File: src/pkg/bias_cmp_pkg.sv
/*
  Shared constants for the bias regulator and comparator control block:
  register map, field positions, reset values and deglitch timing.
  Assumes a single 40 MHz core clock and word-aligned register offsets.
*/
package bias_cmp_pkg;

  // Core clock rate
  localparam int SYS_CLK_MHZ = 40;

  ////////////////////////////////////////////////////////////////////////////
  // Register byte offsets
  localparam logic [7:0] ADDR_BIAS_CTRL = 8'h00;  // Bias regulator control
  localparam logic [7:0] ADDR_CMP_CTRL  = 8'h04;  // Comparator control
  localparam logic [7:0] ADDR_STATUS    = 8'h08;  // Live status, read only
  localparam logic [7:0] ADDR_INT_STAT  = 8'h0c;  // Sticky events, write one to clear
  localparam logic [7:0] ADDR_INT_MASK  = 8'h10;  // Interrupt enables

  ////////////////////////////////////////////////////////////////////////////
  // Bias control fields
  localparam int B_EXT_SEL  = 0;  // external_bias_select
  localparam int B_LP_MODE  = 1;  // low_power_mode_bit
  localparam int B_LPB_EN   = 2;  // low_power_bias_enable
  localparam int B_OTG_EN   = 3;  // Converter start request, OTG
  localparam int B_VAP_EN   = 4;  // Converter start request, VAP
  localparam logic [4:0] BIAS_CTRL_RST = 5'h02;  // Low-power mode out of reset

  // Comparator control fields
  localparam int C_IN_SEL   = 0;  // comparator_input_select
  localparam int C_LATCH_EN = 1;  // comparator_latch_enable
  localparam int C_POL      = 2;  // comparator_polarity
  localparam int C_DEG_LO   = 3;  // comparator_deglitch_select, two bits
  localparam int C_FRC_EN   = 5;  // forced_converter_off_enable
  localparam int C_ADC_EN   = 6;  // comparator_adc_channel_enable
  localparam int C_LPCMP_EN = 7;  // low_power_comparator_enable
  localparam logic [7:0] CMP_CTRL_RST = 8'h00;

  // Event bits, shared by status, sticky and mask registers
  localparam int E_BIAS_OV  = 0;
  localparam int E_FRC_OFF  = 1;
  localparam int E_AC_GONE  = 2;
  localparam int NUM_EVENTS = 3;

  ////////////////////////////////////////////////////////////////////////////
  // Deglitch durations in ns, minimum times so cycle counts round up
  localparam int DEG0_NS = 1000;
  localparam int DEG1_NS = 2000;
  localparam int DEG2_NS = 5000;
  localparam int DEG3_NS = 10000;
  localparam int DEG0_CYC = (DEG0_NS * SYS_CLK_MHZ + 999) / 1000;
  localparam int DEG1_CYC = (DEG1_NS * SYS_CLK_MHZ + 999) / 1000;
  localparam int DEG2_CYC = (DEG2_NS * SYS_CLK_MHZ + 999) / 1000;
  localparam int DEG3_CYC = (DEG3_NS * SYS_CLK_MHZ + 999) / 1000;

endpackage

File: src/pkg/deglitch_if.sv
/*
  Carrier between the control core and its comparator deglitch filter.
  Assumes both ends run on the same core clock.
*/
interface deglitch_if;
  logic       raw;     // Unfiltered comparator level
  logic [1:0] sel;     // Duration select
  logic       filt;    // Filtered level

  // Control core side
  modport ctrl (output raw, output sel, input filt);
  // Filter side
  modport filter (input raw, input sel, output filt);
endinterface

File: src/core/pin_sync.sv
/*
  Three-stage synchroniser for asynchronous levels.
  Assumes slow levels; stages two and three must agree.
*/
module pin_sync
  import bias_cmp_pkg::*;
#(
  parameter int WIDTH = 1,
  parameter logic [WIDTH-1:0] RST_VAL = '0
)(
  // Clock and reset
  input  wire logic             sys_clk,
  input  wire logic             srst,
  // Levels
  input  wire logic [WIDTH-1:0] async_in,
  output wire logic [WIDTH-1:0] sync_out
);

  // All stages in one record
  typedef struct packed {
    logic [WIDTH-1:0] s1;   // Metastable stage, feeds s2 only
    logic [WIDTH-1:0] s2;
    logic [WIDTH-1:0] s3;
    logic [WIDTH-1:0] out;  // Accepted level
  } sync_type;

  sync_type r_q;
  sync_type r_d;

  // Next state
  always_comb
  begin
    r_d    = r_q;
    r_d.s1 = async_in;
    r_d.s2 = r_q.s1;
    r_d.s3 = r_q.s2;
    for (int i = 0; i < WIDTH; i++)
    begin
      // Agreement of stages two and three qualifies a change
      if (r_q.s2[i] == r_q.s3[i])
        r_d.out[i] = r_q.s3[i];
    end
  end

  // Register
  always_ff @(posedge sys_clk)
  begin
    if (srst)
      r_q <= '{s1: RST_VAL, s2: RST_VAL, s3: RST_VAL, out: RST_VAL};
    else
      r_q <= r_d;
  end

  assign sync_out = r_q.out;

endmodule

File: src/core/cmp_deglitch.sv
/*
  Comparator deglitch filter: a new level passes only after the raw
  level has held for the whole selected duration.
  Assumes a synchronised raw level; idles high like the comparator.
*/
module cmp_deglitch
  import bias_cmp_pkg::*;
#(
  parameter int CNT_W = 16
)(
  // Clock and reset
  input  wire logic   sys_clk,
  input  wire logic   srst,
  // Filter path
  deglitch_if.filter  dg
);

  // Filter state
  typedef struct packed {
    logic [CNT_W-1:0] cnt;   // Cycles the raw level has differed
    logic             filt;  // Output level
  } dg_type;

  dg_type           r_q;
  dg_type           r_d;
  logic [CNT_W-1:0] limit;   // Cycles required for the selection

  // Duration lookup
  always_comb
  begin
    case (dg.sel)
      2'h0:    limit = CNT_W'(DEG0_CYC);
      2'h1:    limit = CNT_W'(DEG1_CYC);
      2'h2:    limit = CNT_W'(DEG2_CYC);
      default: limit = CNT_W'(DEG3_CYC);
    endcase
  end

  // Any bounce restarts the count, so glitches never leak through
  always_comb
  begin
    r_d = r_q;
    if (dg.raw == r_q.filt)
      r_d.cnt = '0;
    else if (r_q.cnt + CNT_W'(1) >= limit)
    begin
      r_d.filt = dg.raw;
      r_d.cnt  = '0;
    end
    else
      r_d.cnt = r_q.cnt + CNT_W'(1);
  end

  // Register
  always_ff @(posedge sys_clk)
  begin
    if (srst)
      r_q <= '{cnt: '0, filt: 1'b1};
    else
      r_q <= r_d;
  end

  assign dg.filt = r_q.filt;

endmodule

File: src/core/bias_cmp_ctrl.sv
/*
  Control core for the bias regulator and the independent comparator:
  bias source choice, bias target and capability, external bias
  overvoltage response, comparator muxing, latch, deglitch and the
  forced converter-off protection, plus a small register file.
  Assumes analog comparisons arrive as asynchronous levels and that
  software uses a simple strobe bus with read data one cycle later.
*/
// Local design decisions: the address map and the strobed register port.
module bias_cmp_ctrl
  import bias_cmp_pkg::*;
(
  // Clock and reset
  input  wire logic       sys_clk,
  input  wire logic       srst,
  // Register port
  input  wire logic [7:0] reg_addr,
  input  wire logic [31:0] reg_wdata,
  input  wire logic       reg_wr,
  input  wire logic       reg_rd,
  output wire logic [31:0] reg_rdata,
  // Analog comparison levels, asynchronous
  input  wire logic       input_rail_above_6v,
  input  wire logic       system_rail_above_6v,
  input  wire logic       input_rail_above_system,
  input  wire logic       ext_bias_overvoltage,
  input  wire logic       comparator_input_pin,
  input  wire logic       adapter_present,
  // Bias regulator controls
  output wire logic       bias_from_system_rail,
  output wire logic       bias_target_low,
  output wire logic       bias_limit_one,
  output wire logic       bias_regulator_on,
  output wire logic       bias_full_scale,
  // Comparator controls
  output wire logic       comparator_on,
  output wire logic       comparator_hyst_on,
  output wire logic       comparator_adc_channel_enable,
  // Converter and host signalling
  output wire logic       converter_switch_en,
  output wire logic       charge_ok_status_out,
  output wire logic       irq
);

  ////////////////////////////////////////////////////////////////////////////
  // State record

  typedef struct packed {
    logic [4:0]            bias_ctrl;    // Bias control register
    logic [7:0]            cmp_ctrl;     // Comparator control register
    logic [NUM_EVENTS-1:0] int_stat;     // Sticky events
    logic [NUM_EVENTS-1:0] int_mask;     // Event enables
    logic [31:0]           rdata;        // Read data, one cycle only
    logic                  held_low;     // Latched comparator trigger
    logic                  fault;        // forced_off_fault_bit
    logic                  ov_fault;     // bias_overvoltage_fault
    logic                  ac_prev;      // Adapter level, last cycle
    logic                  out_bits;     // Registered comparator output
    logic                  bias_sys;     // Selected rail
    logic                  bias_on;      // Regulator enable
    logic                  bias_full;    // Full capability
    logic                  conv_en;      // Converter switching enable
    logic                  chg_ok;       // charge_ok_status_out
  } ctrl_type;

  ctrl_type   r_q;        // Registered state
  ctrl_type   r_d;        // Next state

  ////////////////////////////////////////////////////////////////////////////
  // Synchronised inputs

  logic [5:0] lvl;        // Qualified pin levels
  logic       in6;        // Input rail above six volts
  logic       sys6;       // System rail above six volts
  logic       in_gt_sys;  // Input rail higher than system rail
  logic       ext_ov;     // External bias over threshold
  logic       cmp_pin;    // Raw comparator decision
  logic       ac_ok;      // Adapter attached

  // Comparator idles high, so its stages reset high
  pin_sync #(
    .WIDTH   (6),
    .RST_VAL (6'h10)
  ) u_sync (
    .sys_clk  (sys_clk),
    .srst     (srst),
    .async_in ({adapter_present, comparator_input_pin, ext_bias_overvoltage,
                input_rail_above_system, system_rail_above_6v,
                input_rail_above_6v}),
    .sync_out (lvl)
  );

  assign in6       = lvl[0];
  assign sys6      = lvl[1];
  assign in_gt_sys = lvl[2];
  assign ext_ov    = lvl[3];
  assign cmp_pin   = lvl[4];
  assign ac_ok     = lvl[5];

  ////////////////////////////////////////////////////////////////////////////
  // Field views

  logic       ext_sel;    // external_bias_select
  logic       lp_mode;    // low_power_mode_bit
  logic       lpb_en;     // low_power_bias_enable
  logic       conv_req;   // OTG or VAP asked for the converter
  logic       pin_to_cmp; // Pin routed to the comparator
  logic       latch_en;   // comparator_latch_enable
  logic       pol_high;   // comparator_polarity
  logic       frc_en;     // forced_converter_off_enable
  logic       cmp_act;    // Comparator powered and routed

  assign ext_sel    = r_q.bias_ctrl[B_EXT_SEL];
  assign lp_mode    = r_q.bias_ctrl[B_LP_MODE];
  assign lpb_en     = r_q.bias_ctrl[B_LPB_EN];
  assign conv_req   = r_q.bias_ctrl[B_OTG_EN] | r_q.bias_ctrl[B_VAP_EN];
  assign pin_to_cmp = ~r_q.cmp_ctrl[C_IN_SEL];
  assign latch_en   = r_q.cmp_ctrl[C_LATCH_EN];
  assign pol_high   = r_q.cmp_ctrl[C_POL];
  assign frc_en     = r_q.cmp_ctrl[C_FRC_EN];

  // Battery-only low power keeps the comparator dark unless enabled
  assign cmp_act = pin_to_cmp
                 & ~(lp_mode & ~ac_ok & ~r_q.cmp_ctrl[C_LPCMP_EN]);

  ////////////////////////////////////////////////////////////////////////////
  // Deglitch filter

  deglitch_if dg ();

  // Idle comparator reads as untriggered, i.e. high
  assign dg.raw = cmp_act ? cmp_pin : 1'b1;
  assign dg.sel = r_q.cmp_ctrl[C_DEG_LO +: 2];

  cmp_deglitch #(
    .CNT_W (16)
  ) u_deglitch (
    .sys_clk (sys_clk),
    .srst    (srst),
    .dg      (dg)
  );

  ////////////////////////////////////////////////////////////////////////////
  // Next-state logic

  logic                  wr_bias;   // Write to bias control
  logic                  wr_cmp;    // Write to comparator control
  logic                  wr_clr;    // Write to sticky events
  logic                  wr_mask;   // Write to mask
  logic                  cmp_out;   // Comparator output after latch
  logic                  ac_gone;   // Adapter removal edge
  logic [NUM_EVENTS-1:0] events;    // Event pulses
  logic [NUM_EVENTS-1:0] live;      // Live status bits

  always_comb
  begin
    r_d     = r_q;
    wr_bias = reg_wr & (reg_addr == ADDR_BIAS_CTRL);
    wr_cmp  = reg_wr & (reg_addr == ADDR_CMP_CTRL);
    wr_clr  = reg_wr & (reg_addr == ADDR_INT_STAT);
    wr_mask = reg_wr & (reg_addr == ADDR_INT_MASK);

    // Register writes
    if (wr_bias)
      r_d.bias_ctrl = reg_wdata[4:0];
    if (wr_cmp)
      r_d.cmp_ctrl = reg_wdata[7:0];
    if (wr_mask)
      r_d.int_mask = reg_wdata[NUM_EVENTS-1:0];

    // Latch: a trigger is held while enabled; dropping the enable clears it
    if (~latch_en)
      r_d.held_low = 1'b0;
    else if (~dg.filt)
      r_d.held_low = 1'b1;
    cmp_out    = dg.filt & ~r_q.held_low;
    r_d.out_bits = cmp_out;

    // Forced converter off; removal of the adapter clears it for one cycle
    ac_gone   = r_q.ac_prev & ~ac_ok;
    r_d.ac_prev = ac_ok;
    if (ac_gone)
      r_d.fault = 1'b0;
    else
      r_d.fault = frc_en & ~cmp_out;

    // External bias overvoltage follows the qualified level
    r_d.ov_fault = ext_ov;

    // Bias rail choice against the six-volt thresholds
    if (in6 & sys6)
      r_d.bias_sys = in_gt_sys;
    else if (~in6 & ~sys6)
      r_d.bias_sys = ~in_gt_sys;
    else
      r_d.bias_sys = sys6;

    // Performance mode always full; low power only on demand
    if (~lp_mode)
    begin
      r_d.bias_on   = 1'b1;
      r_d.bias_full = 1'b1;
    end
    else
    begin
      r_d.bias_on   = lpb_en | conv_req | ac_ok;
      r_d.bias_full = conv_req | ac_ok;
    end

    // Either fault stops switching and pulls status low
    r_d.conv_en = (ac_ok | conv_req) & ~r_q.fault & ~r_q.ov_fault;
    r_d.chg_ok  = ac_ok & ~r_q.fault & ~r_q.ov_fault;

    // Sticky events; a new event beats a simultaneous clear
    events = '0;
    events[E_BIAS_OV] = ext_ov & ~r_q.ov_fault;
    events[E_FRC_OFF] = r_d.fault & ~r_q.fault;
    events[E_AC_GONE] = ac_gone;
    if (wr_clr)
      r_d.int_stat = r_q.int_stat & ~reg_wdata[NUM_EVENTS-1:0];
    r_d.int_stat = r_d.int_stat | events;

    // Read data stands for one cycle only
    live = '0;
    live[E_BIAS_OV] = r_q.ov_fault;
    live[E_FRC_OFF] = r_q.fault;
    live[E_AC_GONE] = ac_ok;
    r_d.rdata = '0;
    if (reg_rd)
    begin
      case (reg_addr)
        ADDR_BIAS_CTRL: r_d.rdata = {27'h0, r_q.bias_ctrl};
        ADDR_CMP_CTRL:  r_d.rdata = {24'h0, r_q.cmp_ctrl};
        ADDR_STATUS:    r_d.rdata = {25'h0, r_q.conv_en, r_q.bias_full, r_q.bias_on,
                                     r_q.out_bits, live};
        ADDR_INT_STAT:  r_d.rdata = {29'h0, r_q.int_stat};
        ADDR_INT_MASK:  r_d.rdata = {29'h0, r_q.int_mask};
        default:        r_d.rdata = '0;   // Unmapped reads as zero
      endcase
    end
  end

  ////////////////////////////////////////////////////////////////////////////
  // State register

  always_ff @(posedge sys_clk)
  begin
    if (srst)
    begin
      r_q           <= '0;
      r_q.bias_ctrl <= BIAS_CTRL_RST;
      r_q.cmp_ctrl  <= CMP_CTRL_RST;
      r_q.out_bits  <= 1'b1;
    end
    else
      r_q <= r_d;
  end

  ////////////////////////////////////////////////////////////////////////////
  // Outputs

  assign reg_rdata             = r_q.rdata;
  assign bias_from_system_rail = r_q.bias_sys;
  assign bias_target_low       = ext_sel;
  assign bias_limit_one        = ~ext_sel;
  assign bias_regulator_on     = r_q.bias_on;
  assign bias_full_scale       = r_q.bias_full;
  assign comparator_on         = cmp_act;
  assign comparator_hyst_on    = ~pol_high;
  assign comparator_adc_channel_enable = r_q.cmp_ctrl[C_ADC_EN];
  assign converter_switch_en   = r_q.conv_en;
  assign charge_ok_status_out  = r_q.chg_ok;
  assign irq                   = |(r_q.int_stat & r_q.int_mask);

endmodule

File: config.mk
export PLATFORM = sky130hd
export DESIGN_NAME = bias_cmp_ctrl
export DESIGN_NICKNAME = d
export VERILOG_FILES = /design/src/pkg/bias_cmp_pkg.sv /design/src/pkg/deglitch_if.sv /design/src/core/pin_sync.sv /design/src/core/cmp_deglitch.sv /design/src/core/bias_cmp_ctrl.sv
export SDC_FILE = /design/constraint.sdc
export NUM_CORES = 1
export LEC_CHECK = 0
export ABC_AREA = 1
export BUFFER_PORTS_ARGS = -buffer_cell sky130_fd_sc_hd__clkbuf_2
export CORE_AREA = 3 3 94 96
export DETAILED_ROUTE_END_ITERATION = 6
export DIE_AREA = 0 0 97 99
export PLACE_DENSITY = 0.85
export SLEW_MARGIN = 15
export SYNTH_ARGS = -nofsm -noshare
export SYNTH_HDL_FRONTEND = slang
export SYNTH_HIERARCHICAL = 1
export SYNTH_SLANG_ARGS = --single-unit
File: constraint.sdc
create_clock -name sys_clk -period 2.3 [get_ports sys_clk]
set_input_delay 0.345 -clock sys_clk [delete_from_list [all_inputs] [get_ports sys_clk]]
set_output_delay 0.345 -clock sys_clk [all_outputs]
set_load 0.01 [all_outputs]
Yosys cells after proc, flatten, opt, wreduce, memory -nomap -nowiden
Cells that the tools add are included.

Register bits: 102. Bits in latches: 0. RAM bits: 0. Bits in read-only memories: 0. Bits of input ports: 50. Output and inout port bits: 43. Logic and storage cells: 98. Memories kept: 0.

$add $sub $neg: 1. Multiply operators: 0. Div/mod/pow operators: 0. Magnitude comparators: 1. Eq/ne operators: 13. Shifts and indexed selects: 0. Muxes and demuxes: 8. Bitwise gates (word level): 42. Reductions and logical operators: 7.

Operators by type and width (number): $pmux W8 S5 (1); $pmux W9 S3 (1); $and A1 B1 Y1 (18); $add A16 B1 Y16 const B (1); $eq A8 B4 Y1 const B (2); $ge A16 B9 Y1 (1); $not A1 Y1 (16); $eq A8 B3 Y1 const B (1); $eq A8 B5 Y1 const B (1); $logic_not A8 Y1 (1); $eq A1 B1 Y1 (7); $and A3 B3 Y3 (2); $reduce_or A3 Y1 (2); $mux W1 (4); $or A1 B1 Y1 (4); $reduce_or A2 Y1 (2); $mux W3 (1); $not A3 Y3 (1); $or A3 B3 Y3 (1); $eq A2 B1 Y1 const B (1); $eq A2 B2 Y1 const B (1); $logic_not A2 Y1 (1); $mux W2 (1); $reduce_and A2 Y1 (1).

Longest topological paths before layout
Gate-level depths: netlist (run 1).

Depth in word-level cells: 9. Gate-level depth with buffers: 16. Mapped depth without buffers: 16.

By module
The synthesis (run 1) kept the hierarchy.

By module, submodules not included: bias_cmp_ctrl (instances 1, cells each 261, area an instance 1845.5 µm²); cmp_deglitch (instances 1, cells each 168, area an instance 1206.2 µm²); pin_sync (instances 1, cells each 89, area an instance 783.3 µm²).

Worst setup path before layout (run 1)
OpenSTA, ideal clock, no wires.

Kind: reg2reg. From: register u_deglitch/r_q[1] (netlist name). To: register u_deglitch/r_q[1] (netlist name). Library setup time: 0.065 ns. Arrival: 2.162 ns. Data required time: 2.235 ns. Slack: 0.073 ns. Cell stages (with the launch flop): 16. Path through: dfxtp_1 > ha_1 > nand3_2 > nor2_4 > xnor2_1 > inv_1 > ha_1 > nand2_1 > nor2_1 > nand2_1 > nand3_1 > nand2_1 > nand3_2 > nor2_4 > nand3_4 > nor2_2.

Longest elaborated chain between the ends: 3.

Ends and longest elaborated chain: from (decl) (RTL line cmp_deglitch.sv:24) `dg_type r_q;`; from (signal assigned) (RTL line cmp_deglitch.sv:58) `r_q <= '{cnt: '0, filt: 1'b1};`; from (signal assigned) (RTL line cmp_deglitch.sv:60) `r_q <= r_d;`; $add A16 B1 Y16 * (RTL line cmp_deglitch.sv:45, cmp_deglitch.sv:51); $ge A16 B9 Y1 (RTL line cmp_deglitch.sv:45) `else if (r_q.cnt + CNT_W'(1) >= limit)`; $reduce_or A3 Y1 (no source line).

Mark *: on every way between the ends. The rest lies on a longest branch, timed or not. A chain may end at the register's enable or synchronous reset.

Worst setup path after layout (run 1)
From: register u_deglitch/r_q[3] (netlist name). To: register u_deglitch/r_q[1] (netlist name).

Longest elaborated chain between the ends: 3.

Ends and longest elaborated chain (RTL line): $add A16 B1 Y16 (cmp_deglitch.sv:45); $ge A16 B9 Y1 (cmp_deglitch.sv:45); $reduce_or A3 Y1 (no source line).

No other way between the ends.

==> metrics.md, run 1 <==
| Metric | Value |
|---|---|
| Worst Hold Slack | `0.1691 ns` |
| Clock latency at the later pin of the worst-skew pair | `0.35 ns` |
| Max Clk Rate | `0.4478 GHz` |
| Layout filler cell count | `726` |
| Slowest stage delay, CP | `0.39 ns` |
| Root Driver | `clkbuf_8` |
| Compound-Gate Fraction of Synth Area | `5.122%` |
| Status | `finished clean` |
| Global route overflow | `0` |
| Nets | `about 630` |
| Residual DRC | `0` |
| Critical Path Source Type | `register` |
| DP Area | `4001 um^2` |
| Clock buffer depth | `2` |
| R2R depth | `14` |
| # diodes | `0` |
| H-tree levels | `3` |
| Die Height | `99 um` |
| Fin. max-slew vios | `0` |
| VDD IR-drop max | `0.0002916 V` |
| Initial drt markers | `243` |
| YS warnings | `6` |
| Clock-pin slew on the worst setup and hold paths | `0.08 ns` |
| Final hold violation count | `0` |
| # port buffers | `44` |
| Proportion of synthesized area in mux cells | `0%` |
| Layout cell share with drive strength beyond 1 | `24.52%` |
| Max cap viols | `0` |
| Clk_skew | `around 0.0075 ns` |
| Drt first pass iters | `5` |
| Critical-path cell list | `nand3_2 > nor2_2 > xnor2_2 > inv_1 > ha_1 > nand2_1 > nand2_1 > nand3_1 > nand3_2 > nand2_2 > nand3_4 > nor2_4 > nand3_4 > nor2_2` |
| Final ANT Viol Nets | `0` |
| Leakage | `0.002060 uW` |
| Depth of the worst hold-timing path | `2` |
| WL per Instance | `11.92 um` |
| Tcrit/Tclk final | `97.09%` |
| Post-Syn Area | `3835 um^2` |
| Simple-gate share of the synthesized area | `32.04%` |
| Final HPWL DP | `5.617 mm` |
| Syn Inst Count | `about 520` |
| Clock sink total | `78` |
| Initial Utilization | `47.15%` |
| Pin count of the biggest net entering global routing | `23` |
| FF+latch count, synth | `78` |
| Vias per cell | `just under 5` |
| Main combinational cell family by area after synthesis | `simple AND/OR/NAND/NOR gates` |
| Initial antenna violation count | `0` |
| Area growth syn-to-layout | `15.60%` |
| Mapped Avg Cell Area | `7.403 um^2` |
| Core Box Area | `8134 um^2` |
| Gpl congestion | `0.8535` |
| Pwr/cell area | `580.6 nW/um^2` |
| Seq/Total Area, Yosys | `40.72%` |
| First-pass GRT wire length | `13.32 mm` |
| Final setup fails | `0` |
| Fin Setup TNS | `0 ns` |
| Post-Synth Adder-Cell Area | `3.589%` |
| Core Util, Final | `54.50%` |
| CP max stage cell | `dfxtp_4` |
| Die Width | `slightly below 100 um` |
| Hold crit path type | `in -> reg` |
| Vias in the first global route | `3,109` |
| Site row count | `33` |
| # hold bufs at CTS | `0` |
| CP Capture Type | `register` |
| Post-synthesis xor/xnor area fraction | `around 1.8%` |
| Routed vias | `about 3,300` |
| Max Fanout on Critical Path | `5` |
| WL final | `~8 mm` |
| Critical Path RT | `2.59 ns` |
| TritonCTS clock tree | `yes` |
| CP Class | `reg -> reg` |
| CTS buffer count | `9` |
| Distinct cells, synth | `35` |
| Worst EP arrival | `between 2 and 3 ns` |
| Total track usage | `16.61%` |
| Area of the die | `between 9000 and 10,000 um^2` |
| I/O pin count | `93` |
| Tmin final | `roughly 2.2 ns` |
| Final instance area | `4433 um^2` |
==> logic make-up (layout without fill, tap and decap cells) <==
logic type / after synthesis / in the layout
simple gates: 261 / 262
fa+ha+maj: 11 / 11
compound gates: 37 / 37
buf+inv: 121 / 148
flops: 78 / 78
xor+xnor: 8 / 8
other cells: 2 / 31
==> per-layer routing <==
metal	up-vias	wire length (um)	track usage, %
li1	1654	-	-
met1	1524	3304	19.60
met2	130	4009	28.61
met3	17	618	4.459
met4	0	172	6.911
met5	-	0	0
==> worst max-delay path: cells and delay by family (launching register included) <==
| kind | cells | cell delay, ns |
|---|---|---|
| buf+inv | 1 | 0.08 |
| flops | 1 | 0.39 |
| fa+ha+maj | 1 | 0.32 |
| xor+xnor | 1 | 0.15 |
| simple gates | 11 | 1.23 |
==> registers in the layout, summed over array words and instances, names as in the netlist, 2 cells and up <==
signal           cells
dg.sel               2
live                 2
r_q                 13
reg_rdata            8
u_deglitch/r_q      16
u_sync/r_d          12
u_sync/r_q           6
u_sync/sync_out      6
==> final timing paths <==
kind	startpoint	to	slack [ns]
max	u_deglitch/r_q[3]	u_deglitch/r_q[1]	0.07
min	comparator_input_pin	u_sync/r_d[16]	0.17
max reg2reg	u_deglitch/r_q[3]	u_deglitch/r_q[1]	0.07
min reg2reg	u_sync/r_d[13]	u_sync/r_d[7]	0.41
==> power breakdown <==
group	switching, uW	internal, uW	total, uW
combinational	98.0	41.9	140
sequential	12.7	1360	1380
clock	498	560	1060
==> cells in the final DEF, fill, tap and decap left out, types with 3 or more instances in the layout <==
master and count:
clkbuf_2 44, nor2_2 17, nand3_2 5, dfxtp_1 69
nand2_2 7, nand3_1 43, nor2_4 7, clkinv_2 3
conb_1 31, clkbuf_8 11, o21ai_0 13, inv_2 5
nand3_4 4, nor3_1 11, inv_1 67, dfxtp_4 7
xnor2_2 5, nand2_1 83, nor2_1 71, buf_4 13
ha_4 3, ha_1 8, nand4_1 6, a21oi_1 18
==> metrics by stage <==
step | setup slack, ns | std cells | total power [uW]
after floorplan | 0.07327 | 547 | 1535
after global placement | 0.07401 | 657 | 1543
after detailed placement | -0.001075 | 657 | 1550
after CTS | 0.01046 | 674 | 2599
after global routing | -0.09271 | 680 | 2679
final | 0.06700 | 680 | 2574
==> layout make-up <==
cell class	instances	area [um^2]	area share, %
clock buffer	11	151.4	3.415
clock inverter	5	56.30	1.270
inverter	74	279.0	6.294
multi-input combinational	349	1896	42.76
sequential	78	1590	35.87
tap	105	131.4	2.964
timing repair buffer	58	329.1	7.423
==> synth_stat cells (all sizes together) <==
| cell type | number | area, um^2 |
|---|---|---|
| xnor2 | 7 | 61.31 |
| o31ai | 1 | 7.510 |
| clkinv | 2 | 8.750 |
| clkbuf | 3 | 11.26 |
| o21ai | 14 | 70.06 |
| ha | 11 | 137.6 |
| a21o | 1 | 7.510 |
| nand2 | 92 | 357.8 |
| nand4 | 6 | 37.54 |
| nor3 | 11 | 55.05 |
| dfxtp | 78 | 1562 |
| nand3b | 1 | 7.510 |
| nor2 | 95 | 451.7 |
| inv | 72 | 270.3 |
| buf | 44 | 342.8 |
| nor4 | 2 | 12.51 |
| xor2 | 1 | 8.760 |
| a21oi | 19 | 95.09 |
| conb | 2 | 7.510 |
| or2 | 3 | 18.77 |
| o211ai | 1 | 7.510 |
| nand3 | 51 | 287.8 |
| o2bb2ai | 1 | 8.760 |
==> what timing repair did <==
item | in CTS | in global routing
resized for setup | 4 | 36
pin swaps | 1 | 16
setup endpoints to repair | 9 | 10
gates cloned | 1 | 0
buffers inserted | 0 | 6
Note: power is estimated with default switching activity, not from simulation.
==> run 2: changes to the inputs <==
- CORE_AREA: 3 3 94 96 -> 2 2 93 95
- DIE_AREA: 0 0 97 99 -> 0 0 95 97
- clock period: 2.3 -> 1.9 ns (I/O delays scaled with it)
==> run 2 against run 1 <==
Against the previous run:
- the run now ends with negative setup slack left
- first-iteration DRC count shrank 7.4%
- flip-flop and latch count is the same
- clock-buffer cell count shrank 2
- non-clock buffer count grew 24
- routed wire length grew 2.2%
- register-to-register slack lost 0.38 ns
- critical path type unchanged
- largest power group unchanged
- highest routed layer unchanged
==> metrics.md, run 2 (synthesized netlist as in run 1, its figures left out) <==
| Metric | Value |
|---|---|
| Status | `finished with violations` |
| Violated checks | `negative setup slack` |
| Switching portion of total power | `26.53% (+2.9 points)` |
| Final WS setup | `-0.3109 ns (-0.3779 ns)` |
| Clock latency at the later pin of the worst-skew pair | `0.35 ns (about the same)` |
| Most frequent cells in the layout | `nand2_1, nor2_1, dfxtp_1, inv_1, clkbuf_2` |
| Final hold violation count | `0 (unchanged)` |
| CP max stage cell | `dfxtp_4` |
| Worst hold start | `comparator_input_pin` |
| Vias per cell | `4.848 (-0.85%)` |
| Met1 Resource Use GR | `21.29% (+1.7 points)` |
| Most common cell after layout, fill and taps aside | `nand2_1` |
| Pint | `2197 uW (+12%)` |
| Core Util, Final | `56.65% (+2.2 points)` |
| Area of the die | `9215 um^2 (-4.0%)` |
| Critical Path RT | `2.19 ns (-0.40 ns)` |
| Clock buffer depth | `2 (unchanged)` |
| Final instance area | `4608 um^2 (+4.0%)` |
| Pwr/cell area | `648.9 nW/um^2 (+12%)` |
| Tcrit/Tclk final | `116.4% (+19 points)` |
| Clock-pin slew on the worst setup and hold paths | `0.09 ns (about the same)` |
| H-tree levels | `3 (unchanged)` |
| Clk_skew | `0.006081 ns (-0.001379 ns)` |
| Net Switching | `793.3 uW (+30%)` |
| Initial antenna violation count | `0 (unchanged)` |
| WL per Instance | `11.76 um (-1.3%)` |
| Max Clk Rate | `0.4523 GHz (+1.0%)` |
| Die Width | `95 um (-2.1%)` |
| Max cap viols | `0 (unchanged)` |
| # port buffers | `44 (unchanged)` |
| CP Class | `reg -> reg` |
| WP buf/inv | `0 (-1)` |
| Tmin final | `2.211 ns (-0.02207 ns)` |
| Worst-Margin Slew | `0.4980 ns` |
| Reg2reg start | `u_deglitch/r_q[6]` |
| Vias in the first global route | `3,075 (-1.1%)` |
| Critical-path cell list | `nand2_1 > nor2_4 > nand2_2 > xnor2_2 > ha_4 > a21oi_2 > nand3_2 > nand2_2 > nand3_2 > nor2_4 > nand3_4 > nor2_4` |
| VDD IR-drop max | `0.0004742 V (+63%)` |
| Fin Setup TNS | `-2.505 ns (-2.505 ns)` |
| Initial Utilization | `47.15% (unchanged)` |
| Routed vias | `3,413 (+2.6%)` |
| DP Area | `4193 um^2 (+4.8%)` |
| Slew headroom | `66.67%` |
| Total track usage | `17.38% (+0.77 points)` |
| Fin. max-slew vios | `0 (unchanged)` |
| Worst EP arrival | `2.50 ns (-0.02 ns)` |
| Root Driver | `clkbuf_8` |
| Slowest stage delay, CP | `0.38 ns (about the same)` |
| Global route overflow | `0 (unchanged)` |
| Site row count | `33 (unchanged)` |
| Drt first pass iters | `6 (+1)` |
| Cell mode on critical path | `nor2_4` |
| Initial drt markers | `225 (-7.4%)` |
| Met2 Use GR | `30.06% (+1.5 points)` |
| CTS buffer count | `9 (unchanged)` |
| Most Crowded Layer GR | `met2` |
| Leakage | `0.002142 uW (+4.0%)` |
| CP Launch Point | `u_deglitch/r_q[6]` |
| Hold crit path type | `in -> reg` |
| Top reg by flops | `u_deglitch/r_q` |
| Final setup fails | `10 (+10)` |
| Residual DRC | `0 (unchanged)` |
| CP Capture Type | `register` |
| Max Fanout on Critical Path | `5 (unchanged)` |
| Gpl congestion | `0.8869 (+3.9%)` |
| Core Box Area | `8134 um^2 (unchanged)` |
| First-pass GRT wire length | `13.05 mm (-2.0%)` |
| Die Height | `97 um (-2.0%)` |
| Area growth syn-to-layout | `20.16%` |
| Final HPWL DP | `5.658 mm (+0.73%)` |
| WL final | `8.280 mm (+2.2%)` |
| Flop pwr share | `55.7% (+2.3 points)` |
| Layout cell share with drive strength beyond 1 | `27.71% (+3.2 points)` |
| Combinational share of power | `5.8% (+0.4 points)` |
| CP top delay family | `simple AND/OR/NAND/NOR gates` |
| Met3 Use GR | `3.427% (-1.0 points)` |
| Clk pwr share | `38.5% (-2.6 points)` |
| I/O pin count | `93 (unchanged)` |
| RSZ-0062 raised after global routing | `true` |
| Pin count of the biggest net entering global routing | `19 (-17%)` |
| Nets | `655 (+3.8%)` |
| Final ANT Viol Nets | `0 (unchanged)` |
| Clock sink total | `78 (unchanged)` |
| Critical Path Source Type | `register` |
| TritonCTS clock tree | `yes` |
| Place WS | `-0.2469 ns (-0.2458 ns)` |
| # diodes | `0 (unchanged)` |
| Largest register FFs | `16 (unchanged)` |
run 2: cell types whose count changed in the layout (fill, tap and decap cells not counted), sizes merged:
cell and delta:
inv +2, bufinv -1, clkbuf -2, clkinvlp +1, buf +24
run 2: path summary, 6_finish.rpt:
path | to | slack [ns] | cells past startpoint
setup / recovery | u_deglitch/r_q[7] | -0.31 | 12
hold reg to reg | u_sync/r_d[7] | 0.40 | 2
setup reg to reg | u_deglitch/r_q[7] | -0.31 | 12
hold / removal | u_sync/r_d[16] | 0.11 | 2
run 2: area by class of cell:
cell class	instances	area [um^2]
clock buffers	9	123.9
clock inverters	7	57.56
fillers	689	3526
inverters	74	279.0
multi-input cells	349	1918
flip-flops and latches	78	1589
well taps	105	131.4
repair buffers	82	509.2
run 2: metal layers:
layer | up-vias | routed length, um
li1 | 1710 | -
met1 | 1514 | 3423
met2 | 166 | 4049
met3 | 23 | 638
met4 | 0 | 170
met5 | - | 0
run 2: metrics by stage:
step           power (uW)  instances  hold slack [ns]
6_report             2990        704           0.1058
5_1_grt              3099        704           0.1148
4_1_cts              3016        699          0.09354
3_5_place_dp         1879        678           0.3959
3_3_place_gp         1872        678           0.3845
2_1_floorplan        1857        547           0.3769
run 2: power groups by stage:
stage	Clock, uW	Combinational, uW	Sequential, uW
2_1_floorplan	0	148	1710
6_report	1150	175	1660
3_5_place_dp	0	167	1710
3_3_place_gp	0	162	1710
4_1_cts	1170	170	1670
5_1_grt	1230	199	1670
run 2: timing repair:
action / CTS / global route
hold buffers: 0 / 0
setup endpoints to repair: 10 / 10
pin swaps: 1 / 17
setup buffers: 4 / 5
gates cloned: 1 / 0
gates resized for setup: 1 / 34
==> run 3: changes to the inputs <==
- CORE_AREA: 2 2 93 95 -> 2 2 91 93
- CTS_BUF_LIST: default -> sky130_fd_sc_hd__clkbuf_2 sky130_fd_sc_hd__clkbuf_4 sky130_fd_sc_hd__clkbuf_8
- DIE_AREA: 0 0 95 97 -> 0 0 93 95
- PLACE_DENSITY: 0.85 -> 0.88
==> run 3 against run 2 <==
Against the previous run:
- the flow still finishes with violations (negative setup slack)
- power rose by 4.0%
- clock power rose by 10%
- highest routed layer unchanged
- combinational power barely moved
- critical endpoint is now u_deglitch/r_q[4]
- largest power group unchanged
==> metrics.md, run 3 (synthesized netlist as in run 1, its figures left out) <==
| Metric | Value |
|---|---|
| Initial Utilization | `48.37% (+1.2 points)` |
| Combinational share of power | `5.6% (-0.2 points)` |
| Total track usage | `20.83% (+3.4 points)` |
| # diodes | `0 (unchanged)` |
| Root Driver | `clkbuf_8` |
| R2R depth | `12 (unchanged)` |
| Most Crowded Layer GR | `met2` |
| Site row count | `33 (unchanged)` |
| Tcrit/Tclk final | `116.2% (-0.20 points)` |
| Status | `finished with violations` |
| Clock buffer depth | `2 (unchanged)` |
| DP Area | `4170 um^2 (-0.54%)` |
| Vias per cell | `5.060 (+4.4%)` |
| Flop pwr share | `53.6% (-2.1 points)` |
| Final setup fails | `10 (unchanged)` |
| Worst Hold End | `u_sync/r_d[16]` |
| Initial drt markers | `236 (+4.9%)` |
| Violated checks | `negative setup slack` |
| Most common cell after layout, fill and taps aside | `nand2_1` |
| Max Clk Rate | `0.4531 GHz (+0.17%)` |
| TritonCTS clock tree | `yes` |
| Drt first pass iters | `5 (-1)` |
| Dpl cells | `675 (-0.44%)` |
| CP Class | `reg -> reg` |
| Gpl congestion | `0.9303 (+4.9%)` |
| Most frequent cells in the layout | `nand2_1, nor2_1, dfxtp_1, inv_1, clkbuf_2` |
| Met2 Use GR | `35.63% (+5.6 points)` |
| Final WS setup | `-0.3072 ns (+0.003777 ns)` |
| Final HPWL DP | `5.583 mm (-1.3%)` |
| Final ANT Viol Nets | `0 (unchanged)` |
| WL per Instance | `12.35 um (+5.0%)` |
| Worst Hold Slack | `0.1060 ns (+0.0001350 ns)` |
| Clock sink total | `78 (unchanged)` |
| Depth of the worst hold-timing path | `2 (unchanged)` |
| CP Capture Type | `register` |
| Max Fanout on Critical Path | `5 (unchanged)` |
| Worst-Margin Slew | `0.5282 ns (+0.03020 ns)` |
| Reg2Reg Setup Slack | `-0.31 ns (about the same)` |
| Global route overflow | `0 (unchanged)` |
| I/O pin count | `93 (unchanged)` |
| Met1 Resource Use GR | `24.73% (+3.4 points)` |
| Layout Cells excl Fill | `703 (-0.14%)` |
| Fin. max-slew vios | `0 (unchanged)` |
| Leakage | `0.002155 uW (+0.60%)` |
| H-tree levels | `3 (unchanged)` |
| Critical Path Source Type | `register` |
| Clk pwr share | `40.8% (+2.3 points)` |
| CTS buffer count | `9 (unchanged)` |
| Clock-pin slew on the worst setup and hold paths | `0.08 ns (about the same)` |
| Initial antenna violation count | `0 (unchanged)` |
| Max cap viols | `0 (unchanged)` |
| RSZ-0062 raised after global routing | `true` |
| # port buffers | `44 (unchanged)` |
| Clock latency at the later pin of the worst-skew pair | `0.36 ns (about the same)` |
| Residual DRC | `0 (unchanged)` |
| Reg2reg end | `u_deglitch/r_q[4]` |
| Top reg by flops | `u_deglitch/r_q` |
| Layout cell share with drive strength beyond 1 | `27.42% (-0.29 points)` |
| Fin Setup TNS | `-2.748 ns (-0.2422 ns)` |
| Area growth syn-to-layout | `20.33%` |
| Reg2reg start | `u_deglitch/r_q[1]` |
| Core Box Area | `7928 um^2 (-2.5%)` |
| Area of the die | `8835 um^2 (-4.1%)` |
| Hold crit path type | `in -> reg` |
| Clk_skew | `0.01409 ns (+0.008010 ns)` |
| Die Width | `93 um (-2.1%)` |
| Vias in the first global route | `3,284 (+6.8%)` |
| Slew headroom | `64.65% (-2.0 points)` |
| Layout filler cell count | `667 (-3.2%)` |
| First-pass GRT wire length | `14.45 mm (+11%)` |
| Routed vias | `3,557 (+4.2%)` |
| Switching portion of total power | `23.94% (-2.6 points)` |
| Largest register FFs | `16 (unchanged)` |
| Worst EP arrival | `2.49 ns (about the same)` |
| Worst hold start | `comparator_input_pin` |
| Nets | `654 (-0.15%)` |
| VDD IR-drop max | `0.0003503 V (-26%)` |
| Pint | `2365 uW (+7.7%)` |
| Net Switching | `744.3 uW (-6.2%)` |
| Critical Path RT | `2.19 ns (about the same)` |
| Die Height | `95 um (-2.1%)` |
| Met3 Use GR | `5.028% (+1.6 points)` |
| Pwr/cell area | `673.9 nW/um^2 (+3.8%)` |
| Final hold violation count | `0 (unchanged)` |
| Tmin final | `2.207 ns (-0.003777 ns)` |
| Final instance area | `4614 um^2 (+0.14%)` |
| Pin count of the biggest net entering global routing | `22 (+3)` |
| WL final | `8.683 mm (+4.9%)` |
## run 3: changes by cell type in the layout (fill, tap and decap cells not counted), sizes merged
cell and delta:
clkbuf +2, clkinvlp -2, inv -2, buf -1, bufinv +1, clkinv +1
## run 3: layout make-up
cell class | count | area (um^2) | share of cell area (%)
clock buffers | 11 | 145.1 | 3.145
clock inverters | 5 | 57.56 | 1.247
inverters | 74 | 279.0 | 6.047
multi-input cells | 349 | 1913 | 41.46
flip-flops and latches | 78 | 1587 | 34.38
well taps | 105 | 131.4 | 2.847
repair buffers | 81 | 501.7 | 10.87
## run 3: critical path, cell delays in order (launching register included)
cell     delay [ns]
dfxtp_4        0.38
ha_4           0.14
nand3_4        0.08
nor2_4         0.18
buf_6          0.12
nand3_2        0.10
xnor2_2        0.28
ha_4           0.24
nand2_2        0.08
nand3_4        0.07
nor2_4         0.18
nand3_4        0.16
nor2_2         0.12
## run 3: what timing repair did
item,4_1_cts,5_1_grt
setup buffers,11,0
pin swaps,15,10
setup endpoints to repair,10,10
hold buffers,0,0
resized for setup,19,12
cloned,1,0
## run 3: routing by layer
metal / vias up / part of all wire (%) / wire length [um]
li1: 1702 / - / -
met1: 1645 / 38 / 3335
met2: 189 / 51 / 4412
met3: 21 / 8.6 / 743
met4: 0 / 2.2 / 191
met5: - / 0 / 0
## run 3: power groups by stage
| stage | combinational [uW] | sequential [uW] | clock [uW] |
|---|---|---|---|
| floorplan | 148 | 1710 | 0 |
| finish | 175 | 1670 | 1270 |
| CTS | 170 | 1670 | 1290 |
| global route | 199 | 1670 | 1370 |
| global placement | 160 | 1710 | 0 |
| detailed placement | 166 | 1710 | 0 |
## run 3: stage by stage
stage / worst slack, ns / util (%) / total power, uW
CTS: -0.2158 / 57.54 / 3123
floorplan: -0.1491 / - / 1857
detailed placement: -0.2900 / 52.60 / 1878
finish: -0.3072 / 58.21 / 3109
global route: -0.3716 / 58.21 / 3234
global placement: -0.1972 / 52.60 / 1870
## run 3: worst max path at each step
stage | start | endpoint | slack, ns | cells after the start
floorplan | u_deglitch/r_q[1] | u_deglitch/r_q[1] | -0.15 | 15
global placement | u_deglitch/r_q[2] | u_deglitch/r_q[1] | -0.20 | 15
detailed placement | u_deglitch/r_q[4] | u_deglitch/r_q[1] | -0.29 | 14
CTS | u_deglitch/r_q[1] | u_deglitch/r_q[1] | -0.22 | 14
global route | u_deglitch/r_q[2] | u_deglitch/r_q[4] | -0.37 | 12
finish | u_deglitch/r_q[1] | u_deglitch/r_q[4] | -0.31 | 12
